`config.mk`:
```
export PLATFORM = sky130hd
export DESIGN_NAME = drs_dev_flat
export DESIGN_NICKNAME = d
export VERILOG_FILES = /design/src/logic/drs_pkg.sv /design/src/logic/drs_link_if.sv /design/src/logic/drs_dev.sv /design/src/logic/drs_wdog.sv /design/src/flat_wrapper.sv
export VERILOG_INCLUDE_DIRS = /design/src /design/src/logic
export SDC_FILE = /design/constraint.sdc
export NUM_CORES = 1
export LEC_CHECK = 0
export ABC_AREA = 1
export BUFFER_PORTS_ARGS = -buffer_cell sky130_fd_sc_hd__buf_2
export CAP_MARGIN = 10
export CORE_MARGIN = 2
export CORE_UTILIZATION = 50
export CTS_BUF_LIST = sky130_fd_sc_hd__clkbuf_8
export DETAILED_ROUTE_END_ITERATION = 8
export GPL_ROUTABILITY_DRIVEN = 0
export GPL_TIMING_DRIVEN = 0
export PLACE_DENSITY = 0.68
export SETUP_SLACK_MARGIN = 0.4
export SYNTH_ARGS = -nofsm -noshare
export SYNTH_HDL_FRONTEND = slang
export SYNTH_SLANG_ARGS = --single-unit
```
`constraint.sdc`:
```
create_clock -name I_CLK_SYS -period 3.39 [get_ports I_CLK_SYS]
set_clock_uncertainty 0.15 [all_clocks]
set_input_delay 0.5085 -clock I_CLK_SYS [delete_from_list [all_inputs] [get_ports I_CLK_SYS]]
set_output_delay 0.5085 -clock I_CLK_SYS [all_outputs]
set_load 0.02 [all_outputs]
```
`src/logic/drs_params.svh`:
```
// Constants shared by the range/command decode design: frame layout,
// command keys, reset values, timing and the host register map.
// Assumes a 100 MHz system clock on both ends of the link.
`ifndef DRS_PARAMS_SVH
`define DRS_PARAMS_SVH

// Frame layout, 16 bits shifted MSB first
`define DRS_FRAME_W 16
`define DRS_PFX_HI 15
`define DRS_PFX_LO 13
`define DRS_PFX_SWCMD 3'h4
`define DRS_PFX_RANGE 3'h7
`define DRS_TOG_BIT 12
`define DRS_CODE_HI 11
`define DRS_CH_HI 12
`define DRS_CH_LO 11
`define DRS_OVR_BIT 3
`define DRS_RNG_HI 2
`define DRS_NCH 4

// Command codes carried in the low twelve bits
`define DRS_KEY_RESET 12'h555
`define DRS_KEY_KICK 12'h195

// Reset values
`define DRS_RNG_RST 3'h0
`define DRS_OVR_RST 1'b0
`define DRS_TOG_RST 1'b0

// Timing
`define DRS_CLK_NS 10
`define DRS_WDOG_TO_US 1000
`define DRS_WDOG_TO_CYC ((`DRS_WDOG_TO_US * 1000) / `DRS_CLK_NS)
`define DRS_SCLK_HALF_NS 20
`define DRS_SCLK_HALF_CYC \
  ((`DRS_SCLK_HALF_NS + `DRS_CLK_NS - 1) / `DRS_CLK_NS)

// Host register map (byte offsets) and fields
`define DRS_A_CMD 8'h00
`define DRS_A_STAT 8'h04
`define DRS_A_IRQ 8'h08
`define DRS_A_MASK 8'h0c
`define DRS_ST_BUSY 0
`define DRS_ST_ALERT 1
`define DRS_IRQ_DONE 0
`define DRS_IRQ_ALERT 1
`define DRS_IRQ_W 2

`endif

```
`src/logic/drs_pkg.sv`:
```
// Types for the range/command decode design.
// Assumes drs_params.svh is on the include path.
`default_nettype none
`include "drs_params.svh"

package drs_pkg;

  // Output range codes
  typedef enum logic [2:0] {
    RNG_V0_5 = 3'h0,
    RNG_V0_10 = 3'h1,
    RNG_VPM5 = 3'h2,
    RNG_VPM10 = 3'h3,
    RNG_I4_20 = 3'h4,
    RNG_I0_20 = 3'h5,
    RNG_I0_24 = 3'h6
  } drs_range_t;

  // Host link sequencer states
  typedef enum logic [2:0] {
    HS_IDLE = 3'b001,
    HS_SETUP = 3'b010,
    HS_LOW = 3'b100
  } drs_hstate_t;

  // Device state
  typedef struct packed {
    logic sclk_q;
    logic sync_q;
    logic [`DRS_FRAME_W-1:0] sh;
    logic [4:0] cnt;
    logic [`DRS_NCH-1:0][2:0] rng;
    logic [`DRS_NCH-1:0] ovr;
    logic [`DRS_NCH-1:0] ovr_act;
    logic [`DRS_NCH-1:0] curr;
    logic tog;
    logic kick;
    logic srst;
  } drs_dev_st_t;

  // Watchdog state
  typedef struct packed {
    logic [31:0] cnt;
    logic fault;
  } drs_wdog_st_t;

  // Host state
  typedef struct packed {
    drs_hstate_t st;
    logic [7:0] div;
    logic [3:0] cnt;
    logic [`DRS_FRAME_W-1:0] sh;
    logic sclk;
    logic sync_b;
    logic sdi;
    logic ap_wr;
    logic [7:0] ap_addr;
    logic [31:0] rdata;
    logic [`DRS_IRQ_W-1:0] irq_stat;
    logic [`DRS_IRQ_W-1:0] irq_mask;
    logic alert_q;
  } drs_host_st_t;

endpackage : drs_pkg

`default_nettype wire

```
`src/logic/drs_link_if.sv`:
```
// Serial link between the host controller and the DAC command decode.
// Assumes both ends run on the same system clock.
`timescale 1ns/100ps
`default_nettype none

interface drs_link_if;
  logic sclk;
  logic sync_b;
  logic sdi;
  logic alert_b;

  modport host (output sclk, output sync_b, output sdi, input alert_b);
  modport dev (input sclk, input sync_b, input sdi, output alert_b);
endinterface : drs_link_if

`default_nettype wire

```
`src/logic/drs_dev.sv`:
```
// Device end: decodes 16-bit frames from the link into per-channel range
// settings, the toggle mirror, soft reset and watchdog keep-alive.
// Assumes link pins are synchronous to I_CLK_SYS and sclk is slower than
// half the system clock so each edge is seen.
// Frames with a prefix other than 100 or 111 are passed over.
// Limitation: no readback path, so the toggle mirror is an output only.
//
// Local design decisions: the AHB-Lite slave port and the register addresses.
`timescale 1ns/100ps
`default_nettype none
`include "drs_params.svh"

module drs_dev
  import drs_pkg::*;
#(
  parameter int unsigned WDOG_TO_CYC = `DRS_WDOG_TO_CYC
)
(
  input wire logic I_CLK_SYS,
  input wire logic I_RST_B,
  input wire logic I_CE,
  input wire logic I_WDOG_EN,
  drs_link_if.dev dv,
  output logic [3*`DRS_NCH-1:0] O_RANGE_CODE,
  output logic [`DRS_NCH-1:0] O_OVRANGE_EN,
  output logic [`DRS_NCH-1:0] O_OVRANGE_ACT,
  output logic [`DRS_NCH-1:0] O_CURRENT_MODE,
  output logic O_TOGGLE,
  output logic O_SOFT_RESET,
  output logic O_FAULT
);

  // Idle link levels are high, so the edge trackers start high
  // A low start would fake a select rise (frame end) at the first edge
  localparam drs_dev_st_t DEV_RST = '{
    sclk_q: 1'b1,
    sync_q: 1'b1,
    sh: '0,
    cnt: '0,
    rng: {`DRS_NCH{`DRS_RNG_RST}},
    ovr: {`DRS_NCH{`DRS_OVR_RST}},
    ovr_act: '0,
    curr: '0,
    tog: `DRS_TOG_RST,
    kick: 1'b0,
    srst: 1'b0
  };

  // Bits in one valid frame
  localparam logic [4:0] FRAME_CNT = 5'(`DRS_FRAME_W);

  // Present and next state of this end
  drs_dev_st_t s;
  drs_dev_st_t next_s;
  // Watchdog fault, shared by the pin and the user output
  logic wd_fault;

  // True for the four voltage ranges
  function automatic logic rng_is_volt(input logic [2:0] c);
    rng_is_volt = (c == RNG_V0_5) || (c == RNG_V0_10) ||
                  (c == RNG_VPM5) || (c == RNG_VPM10);
  endfunction : rng_is_volt

  // True for the three current ranges; code 111 is neither
  function automatic logic rng_is_curr(input logic [2:0] c);
    rng_is_curr = (c == RNG_I4_20) || (c == RNG_I0_20) ||
                  (c == RNG_I0_24);
  endfunction : rng_is_curr

  // Frame class test on the three leading bits
  function automatic logic has_prefix(input logic [`DRS_FRAME_W-1:0] f,
                                      input logic [2:0] p);
    has_prefix = (f[`DRS_PFX_HI:`DRS_PFX_LO] == p);
  endfunction : has_prefix

  // Frame capture, decode and the derived per-channel outputs
  // Decoded flags come from next_s so they move with the codes
  always_comb
  begin
    logic fall;
    logic done;
    logic [1:0] ch;
    logic [11:0] code;
    fall = 1'b0;
    done = 1'b0;
    ch = '0;
    code = '0;
    next_s = s;
    next_s.kick = 1'b0;
    next_s.srst = 1'b0;
    // Sample flops for edge detection
    next_s.sclk_q = dv.sclk;
    next_s.sync_q = dv.sync_b;
    fall = s.sclk_q && !dv.sclk;

    // Shift on falling sclk while the frame is open
    if (!dv.sync_b)
    begin
      if (s.sync_q)
      begin
        // A falling select restarts the bit count
        next_s.cnt = '0;
      end
      else if (fall)
      begin
        next_s.sh = {s.sh[`DRS_FRAME_W-2:0], dv.sdi};
        // Saturate one past a full frame so long frames are dropped
        if (s.cnt <= FRAME_CNT)
          next_s.cnt = 5'(s.cnt + 5'h1);
      end
    end

    // A frame counts only if exactly sixteen bits arrived
    // Short or long frames leave every setting untouched
    done = dv.sync_b && !s.sync_q && (s.cnt == FRAME_CNT);
    ch = s.sh[`DRS_CH_HI:`DRS_CH_LO];
    code = s.sh[`DRS_CODE_HI:0];

    if (done)
    begin
      if (has_prefix(s.sh, `DRS_PFX_SWCMD))
      begin
        // Command frame: toggle first, then the two keys
        next_s.tog = s.sh[`DRS_TOG_BIT];
        if (code == `DRS_KEY_RESET)
        begin
          // Full reset of all decoded state, watchdog included
          next_s.rng = {`DRS_NCH{`DRS_RNG_RST}};
          next_s.ovr = {`DRS_NCH{`DRS_OVR_RST}};
          next_s.tog = `DRS_TOG_RST;
          next_s.srst = 1'b1;
        end
        else if (code == `DRS_KEY_KICK)
        begin
          next_s.kick = 1'b1;
        end
        // Any other code leaves only the toggle changed
      end
      else if (has_prefix(s.sh, `DRS_PFX_RANGE))
      begin
        // Range frame: channel 12:11, enable bit 3, code 2:0
        next_s.rng[ch] = s.sh[`DRS_RNG_HI:0];
        next_s.ovr[ch] = s.sh[`DRS_OVR_BIT];
      end
    end

    // Registered decode keeps outputs glitch free
    // Code 111 is neither class: no overrange, no current
    for (int i = 0; i < `DRS_NCH; i++)
    begin
      next_s.ovr_act[i] = next_s.ovr[i] &&
                          rng_is_volt(next_s.rng[i]);
      next_s.curr[i] = rng_is_curr(next_s.rng[i]);
    end
  end

  // State register; CE low freezes every flop
  // The soft reset path reuses the same reset macros
  always_ff @(posedge I_CLK_SYS or negedge I_RST_B)
  begin
    if (!I_RST_B)
      s <= DEV_RST;
    else if (I_CE)
      s <= next_s;
  end

  // Soft reset also restarts the watchdog and clears its fault
  // The restart lands one cycle after the decode, well inside any timeout
  drs_wdog #(
    .TIMEOUT_CYC(WDOG_TO_CYC)
  ) u_wdog (
    .i_clk(I_CLK_SYS),
    .i_rst_b(I_RST_B),
    .i_ce(I_CE),
    .i_en(I_WDOG_EN),
    .i_kick(s.kick | s.srst),
    .o_fault(wd_fault)
  );

  // Alert is active low on the link
  assign dv.alert_b = !wd_fault;

  // User-side outputs, all straight from flops
  // O_FAULT repeats the pin for logic that does not watch the link
  assign O_RANGE_CODE = s.rng;
  assign O_OVRANGE_EN = s.ovr;
  assign O_OVRANGE_ACT = s.ovr_act;
  assign O_CURRENT_MODE = s.curr;
  assign O_TOGGLE = s.tog;
  assign O_SOFT_RESET = s.srst;
  assign O_FAULT = wd_fault;

endmodule : drs_dev

`default_nettype wire

```
`src/logic/drs_wdog.sv`:
```
// Keep-alive watchdog: counts while enabled, flags a fault on timeout.
// Assumes the kick input is a one-cycle pulse in the same clock domain.
`timescale 1ns/100ps
`default_nettype none
`include "drs_params.svh"

module drs_wdog
  import drs_pkg::*;
#(
  parameter int unsigned TIMEOUT_CYC = `DRS_WDOG_TO_CYC
)
(
  input wire logic i_clk,
  input wire logic i_rst_b,
  input wire logic i_ce,
  input wire logic i_en,
  input wire logic i_kick,
  output logic o_fault
);

  drs_wdog_st_t s;
  drs_wdog_st_t next_s;

  // Disabled watchdog neither counts nor faults
  always_comb
  begin
    next_s = s;
    if (!i_en)
    begin
      next_s = '0;
    end
    else if (i_kick)
    begin
      next_s = '0;
    end
    else if (s.cnt >= 32'(TIMEOUT_CYC - 1))
    begin
      next_s.fault = 1'b1;
    end
    else
    begin
      next_s.cnt = s.cnt + 32'h1;
    end
  end

  // State register
  always_ff @(posedge i_clk or negedge i_rst_b)
  begin
    if (!i_rst_b)
      s <= '0;
    else if (i_ce)
      s <= next_s;
  end

  assign o_fault = s.fault;

endmodule : drs_wdog

`default_nettype wire

```
`src/flat_wrapper.sv`:
```
// flat-port wrapper written by rule: the top's interface ports become plain ports
module drs_dev_flat import drs_pkg::*;
#(
  parameter int unsigned WDOG_TO_CYC = `DRS_WDOG_TO_CYC
)
  (I_CLK_SYS, I_RST_B, I_CE, I_WDOG_EN, O_RANGE_CODE, O_OVRANGE_EN, O_OVRANGE_ACT, O_CURRENT_MODE, O_TOGGLE, O_SOFT_RESET, O_FAULT, dv_sclk, dv_sync_b, dv_sdi, dv_alert_b);
  drs_link_if dv_i ();
  input wire logic I_CLK_SYS;
  input wire logic I_RST_B;
  input wire logic I_CE;
  input wire logic I_WDOG_EN;
  output logic [3*`DRS_NCH-1:0] O_RANGE_CODE;
  output logic [`DRS_NCH-1:0] O_OVRANGE_EN;
  output logic [`DRS_NCH-1:0] O_OVRANGE_ACT;
  output logic [`DRS_NCH-1:0] O_CURRENT_MODE;
  output logic O_TOGGLE;
  output logic O_SOFT_RESET;
  output logic O_FAULT;
  input wire logic [$bits(dv_i.sclk)-1:0] dv_sclk;
  input wire logic [$bits(dv_i.sync_b)-1:0] dv_sync_b;
  input wire logic [$bits(dv_i.sdi)-1:0] dv_sdi;
  output wire logic [$bits(dv_i.alert_b)-1:0] dv_alert_b;
  assign dv_i.sclk = dv_sclk;
  assign dv_i.sync_b = dv_sync_b;
  assign dv_i.sdi = dv_sdi;
  assign dv_alert_b = dv_i.alert_b;
  drs_dev #(.WDOG_TO_CYC(WDOG_TO_CYC)) u_core (.I_CLK_SYS(I_CLK_SYS), .I_RST_B(I_RST_B), .I_CE(I_CE), .I_WDOG_EN(I_WDOG_EN), .dv(dv_i), .O_RANGE_CODE(O_RANGE_CODE), .O_OVRANGE_EN(O_OVRANGE_EN), .O_OVRANGE_ACT(O_OVRANGE_ACT), .O_CURRENT_MODE(O_CURRENT_MODE), .O_TOGGLE(O_TOGGLE), .O_SOFT_RESET(O_SOFT_RESET), .O_FAULT(O_FAULT));
endmodule
```
==> impl_results.html <==
<table>
<tr><th>Metric</th><th>Value</th></tr>
<tr><th colspan="2">Yosys</th></tr>
<tr><td>Sequential share of the synthesized area</td><td>46.08%</td></tr>
<tr><td>Post-synthesis instance area</td><td>4513 sq um</td></tr>
<tr><td>Synthesized instance count</td><td>590</td></tr>
<tr><td>Fraction of synthesized cell area in xor and xnor cells</td><td>1.747%</td></tr>
<tr><td>Multiplexer area fraction after synthesis</td><td>0.2495%</td></tr>
<tr><td>Most used DFF post-synth</td><td>dfrtp_1</td></tr>
<tr><td>Area fraction in compound gates after synthesis</td><td>7.541%</td></tr>
<tr><td>Yosys reg bits</td><td>83</td></tr>
<tr><td>Number of enable flip-flop cells after synthesis</td><td>0</td></tr>
<tr><td>Number of library cell types mapped by synthesis</td><td>39</td></tr>
<tr><td>Async SR Flop Fraction</td><td>100.0%</td></tr>
<tr><td>Synthesis Warnings</td><td>0</td></tr>
<tr><td>Synth Area in Simple Gates</td><td>31.85%</td></tr>
<tr><td>Synthesized-area fraction occupied by adder cells</td><td>0.8317%</td></tr>
<tr><td>Net count of the mapped netlist</td><td>600</td></tr>
<tr><td>Post-Syn Area per Cell</td><td>7.649 sq um</td></tr>
<tr><td>Main combinational cell family by area after synthesis</td><td>simple AND/OR/NAND/NOR gates</td></tr>
<tr><th colspan="2">Placed design</th></tr>
<tr><td>Placement Cell Area</td><td>4843 sq um</td></tr>
<tr><td>Post-detail-place hpwl</td><td>6948 microns</td></tr>
<tr><td>Number of port buffers</td><td>33</td></tr>
<tr><th colspan="2">Power and ir drop</th></tr>
<tr><td>Static leakage power</td><td>0.002573 uW</td></tr>
<tr><td>Largest voltage drop on the vdd net</td><td>0.3179 mV</td></tr>
<tr><td>Ratio of total power to cell area</td><td>481.2 nW/um^2</td></tr>
<tr><th colspan="2">Run status</th></tr>
<tr><td>Run status</td><td>complete, no violations</td></tr>
<tr><th colspan="2">Route</th></tr>
<tr><td>Total vias in the final route</td><td>3,804</td></tr>
<tr><td>WL/cell</td><td>12.88 microns</td></tr>
<tr><td>First-pass DRT Iterations</td><td>5</td></tr>
<tr><td>Number of nets still failing antenna checks after routing</td><td>0</td></tr>
<tr><td>Starting DRC count in detailed routing</td><td>213</td></tr>
<tr><td>Ratio of routed vias to standard cells</td><td>5.079</td></tr>
<tr><td>Final wirelength</td><td>9648 microns</td></tr>
<tr><td>Drt drc</td><td>0</td></tr>
<tr><th colspan="2">Layout</th></tr>
<tr><td>Share of layout cells above drive strength 1</td><td>16.22%</td></tr>
<tr><td>Sequential standard cell area</td><td>2079 sq um</td></tr>
<tr><td>N_diodes</td><td>0</td></tr>
<tr><td>Area of the multi-input gates</td><td>1906 sq um</td></tr>
<tr><td>Area overhead of the layout relative to synthesis</td><td>11.67%</td></tr>
<tr><td>Number of fill cells in the layout</td><td>812</td></tr>
<tr><td>Net total in the final layout</td><td>646</td></tr>
<tr><td>Cell area after layout</td><td>5040 sq um</td></tr>
<tr><th colspan="2">Critical path</th></tr>
<tr><td>Start point of the critical path</td><td>u_core.s[27]</td></tr>
<tr><td>Maximum fanout along the worst path</td><td>7</td></tr>
<tr><td>Launch point of the worst reg-to-reg path</td><td>u_core.s[27]</td></tr>
<tr><td>Worst-case reg-to-reg path depth</td><td>11</td></tr>
<tr><td>Worst Path Required</td><td>3.49 ns</td></tr>
<tr><td>Endpoint of the worst register-to-register path</td><td>u_core.O_CURRENT_MODE[1]</td></tr>
<tr><td>Ordered list of cells on the worst path</td><td>inv_1 &gt; ha_1 &gt; nand2_1 &gt; nor2_2 &gt; nand2_1 &gt; nand2_1 &gt; o211ai_1 &gt; nand2_1 &gt; nand2_1 &gt; nand2_1 &gt; nand2_1</td></tr>
<tr><td>Most common cell on crit path</td><td>nand2_1</td></tr>
<tr><td>Critical setup path kind</td><td>reg2reg</td></tr>
<tr><td>Cell with the biggest individual delay on the critical path</td><td>dfrtp_1</td></tr>
<tr><td>Stage delay of the slowest cell on the critical path</td><td>0.42 ns</td></tr>
<tr><td>Worst Setup End Kind</td><td>flip-flop</td></tr>
<tr><td>Data arrival time of the worst path</td><td>2.10 ns</td></tr>
<tr><td>Internal reg-to-reg setup slack</td><td>1.39 ns</td></tr>
<tr><td>Destination of the critical timing path</td><td>u_core.O_CURRENT_MODE[1]</td></tr>
<tr><td>Startpoint type of the worst setup path</td><td>flip-flop</td></tr>
<tr><th colspan="2">GRT</th></tr>
<tr><td>Via count of the first global-routing pass</td><td>3,594</td></tr>
<tr><td>First-pass GRT wire length</td><td>16,590 microns</td></tr>
<tr><td>Number of antenna violations at the first check in global routing</td><td>0</td></tr>
<tr><td>Grt ovf</td><td>0</td></tr>
<tr><td>Largest net degree at the start of global routing</td><td>46</td></tr>
<tr><td>Global-route usage over all layers</td><td>20.78%</td></tr>
<tr><th colspan="2">Clocking</th></tr>
<tr><td>CTS Buffer Depth</td><td>2</td></tr>
<tr><td>Root cell of the clock tree</td><td>clkbuf_8</td></tr>
<tr><td>Clock tree from TritonCTS</td><td>done</td></tr>
<tr><td>Htree depth</td><td>3</td></tr>
<tr><td>Buffers inserted by post-CTS timing repair</td><td>0</td></tr>
<tr><td>CTS Sinks</td><td>83</td></tr>
<tr><td>Worst-skew pair later-pin latency</td><td>0.35 ns</td></tr>
<tr><td>Clock transition at the registers of the reported paths</td><td>0.09 ns</td></tr>
<tr><td>Inserted Clock Buffers</td><td>9</td></tr>
<tr><th colspan="2">STA</th></tr>
<tr><td>Count of endpoints failing hold in the final timing report</td><td>0</td></tr>
<tr><td>Unrepaired setup endpoints after global routing</td><td>false</td></tr>
<tr><td>Highest clock rate</td><td>499.3 MHz</td></tr>
<tr><td>Final count of pins violating max slew</td><td>0</td></tr>
<tr><td>Time the final worst path needs with I/O delays and setup</td><td>2.003 ns</td></tr>
<tr><td>Headroom to the max-slew limit</td><td>59.73%</td></tr>
<tr><td>Portion of the clock cycle consumed by the worst path in the final layout</td><td>59.08%</td></tr>
<tr><td>Worst-Margin Slew</td><td>0.6040 ns</td></tr>
<tr><td>Total negative slack for setup checks</td><td>0 ns</td></tr>
<tr><td>Final setup viols</td><td>0</td></tr>
<tr><th colspan="2">Flow run</th></tr>
<tr><td>Count of maximum capacitance violations</td><td>0</td></tr>
<tr><th colspan="2">Die</th></tr>
<tr><td>Y dimension of the die</td><td>99.01 microns</td></tr>
<tr><td>Die area</td><td>9802 sq um</td></tr>
<tr><td>Core Footprint</td><td>8721 sq um</td></tr>
<tr><td># IOs</td><td>35</td></tr>
<tr><td>Die X-Extent</td><td>99.01 microns</td></tr>
<tr><td>Cell Rows</td><td>34</td></tr>
<tr><td>Starting Density</td><td>51.75%</td></tr>
<tr><th colspan="2">Hold path</th></tr>
<tr><td>Type of the most critical hold path</td><td>in2reg</td></tr>
</table>
-- synthesized netlist by cell type, types with 2 or more instances --
| library cell | n | area, sq um |
|---|---|---|
| a21oi_1 | 18 | 90.09 |
| a22oi_1 | 2 | 15.01 |
| a31oi_1 | 3 | 18.77 |
| buf_2 | 2 | 10.01 |
| buf_4 | 26 | 195.2 |
| buf_6 | 4 | 45.04 |
| clkbuf_1 | 8 | 30.03 |
| dfrtp_1 | 81 | 2027 |
| dfstp_2 | 2 | 52.55 |
| ha_1 | 3 | 37.54 |
| inv_1 | 60 | 225.2 |
| inv_2 | 4 | 15.01 |
| nand2_1 | 181 | 679.4 |
| nand2_2 | 2 | 12.51 |
| nand3_1 | 51 | 255.2 |
| nand3_2 | 2 | 20.02 |
| nand4_1 | 7 | 43.79 |
| nor2_1 | 68 | 255.2 |
| nor2_2 | 2 | 12.51 |
| nor3_1 | 6 | 30.03 |
| nor3_2 | 3 | 30.03 |
| nor3_4 | 2 | 32.53 |
| nor3b_1 | 2 | 15.01 |
| o211ai_1 | 7 | 52.55 |
| o21ai_0 | 22 | 110.1 |
| xor2_1 | 9 | 78.83 |
-- sequential cells by signal, summed over array words and instances, names as in the netlist --
name,flops
u_core.O_SOFT_RESET,1
u_core.s,24
u_core.u_wdog.s,32
u_core.O_RANGE_CODE,12
u_core.u_wdog.o_fault,1
u_core.O_OVRANGE_ACT,4
u_core.O_CURRENT_MODE,4
u_core.O_TOGGLE,1
u_core.O_OVRANGE_EN,4
-- repair_timing --
item / in CTS / in global routing
setup endpoints to repair: 0 / 0
hold buffers: 1 / 0
endpoints found under the hold margin: 30 / 0
resized for setup: 0 / 0
-- area by class of cell --
type	instances	area share, %
flip-flops and latches	83	41.26
multi-input cells	401	37.81
plain buffers	41	5.636
inverters	65	4.841
repair buffers	35	4.072
clock buffers	10	2.731
well taps	108	2.681
clock inverters	6	0.9682
-- through the flow --
stage,std cells,worst slack [ns],hold slack [ns],power [uW],utilization [%]
floorplan,590,1.702,0.06291,1609,-
global placement,731,0.9698,0.3169,1739,55.19
detailed placement,732,1.403,0.3200,1765,55.54
CTS,749,1.379,0.2381,2450,57.79
global route,749,1.176,0.2204,2580,57.79
finish,749,1.387,0.2446,2425,57.79
-- cells in the final DEF, fill, tap and decap left out, drive strengths merged --
cell           n
nor4           1
mux2           1
a31oi          3
dfrtp         81
inv           66
a21oi         18
nand4          9
ha             3
dlygate4sd3    1
o21bai         2
nor3          11
o21a           1
o21ai         23
o31ai          1
a22oi          2
clkinv         2
dfstp          2
nor2          70
nand3         53
nor3b          2
clkinvlp       3
buf           67
nand2        184
clkbuf        18
a211oi         1
xor2           9
o211ai         7
-- cells by family (layout without fill, tap and decap cells) --
kind of cell	count (synthesis)	count (layout)
compound gates	58	58
xor+xnor	9	9
fa+ha+maj	3	3
buf+inv	106	157
flops	83	83
mux	1	1
simple gates	330	330
-- critical path, delay by kind of cell (launching register included) --
kind,cells,cell delay [ns]
and+or+nand+nor,8,0.97
DFF,1,0.42
adders and majority gates,1,0.15
AOI/OAI and AO/OA,1,0.11
buffers and inverters,1,0.10
-- where the power goes --
group / leakage [uW] / switching (uW) / internal, uW
registers: 0.00106 / 112 / 1110
clock network: 0.0000855 / 388 / 293
logic: 0.00143 / 317 / 206
-- worst min path at each step --
stage | slack [ns] | from | endpoint | depth (start not counted)
floorplan | 0.06 | I_RST_B | u_core.O_CURRENT_MODE[0] | 0
global placement | 0.32 | u_core.O_CURRENT_MODE[1] | u_core.O_CURRENT_MODE[1] | 2
detailed placement | 0.32 | u_core.O_CURRENT_MODE[2] | u_core.O_CURRENT_MODE[2] | 2
CTS | 0.24 | dv_sdi | u_core.s[32] | 2
global route | 0.22 | dv_sdi | u_core.s[32] | 2
finish | 0.24 | dv_sdi | u_core.s[32] | 2
-- metal layers --
layer / global-route usage (%) / part of all wire, % / vias up
met5: 0 / 0 / -
met1: 28.40 / 47 / 1789
met2: 34.46 / 48 / 70
met3: 4.184 / 4.3 / 6
li1: - / - / 1939
met4: 4.426 / 0.66 / 0
Power figures use the tool's default switching activity.
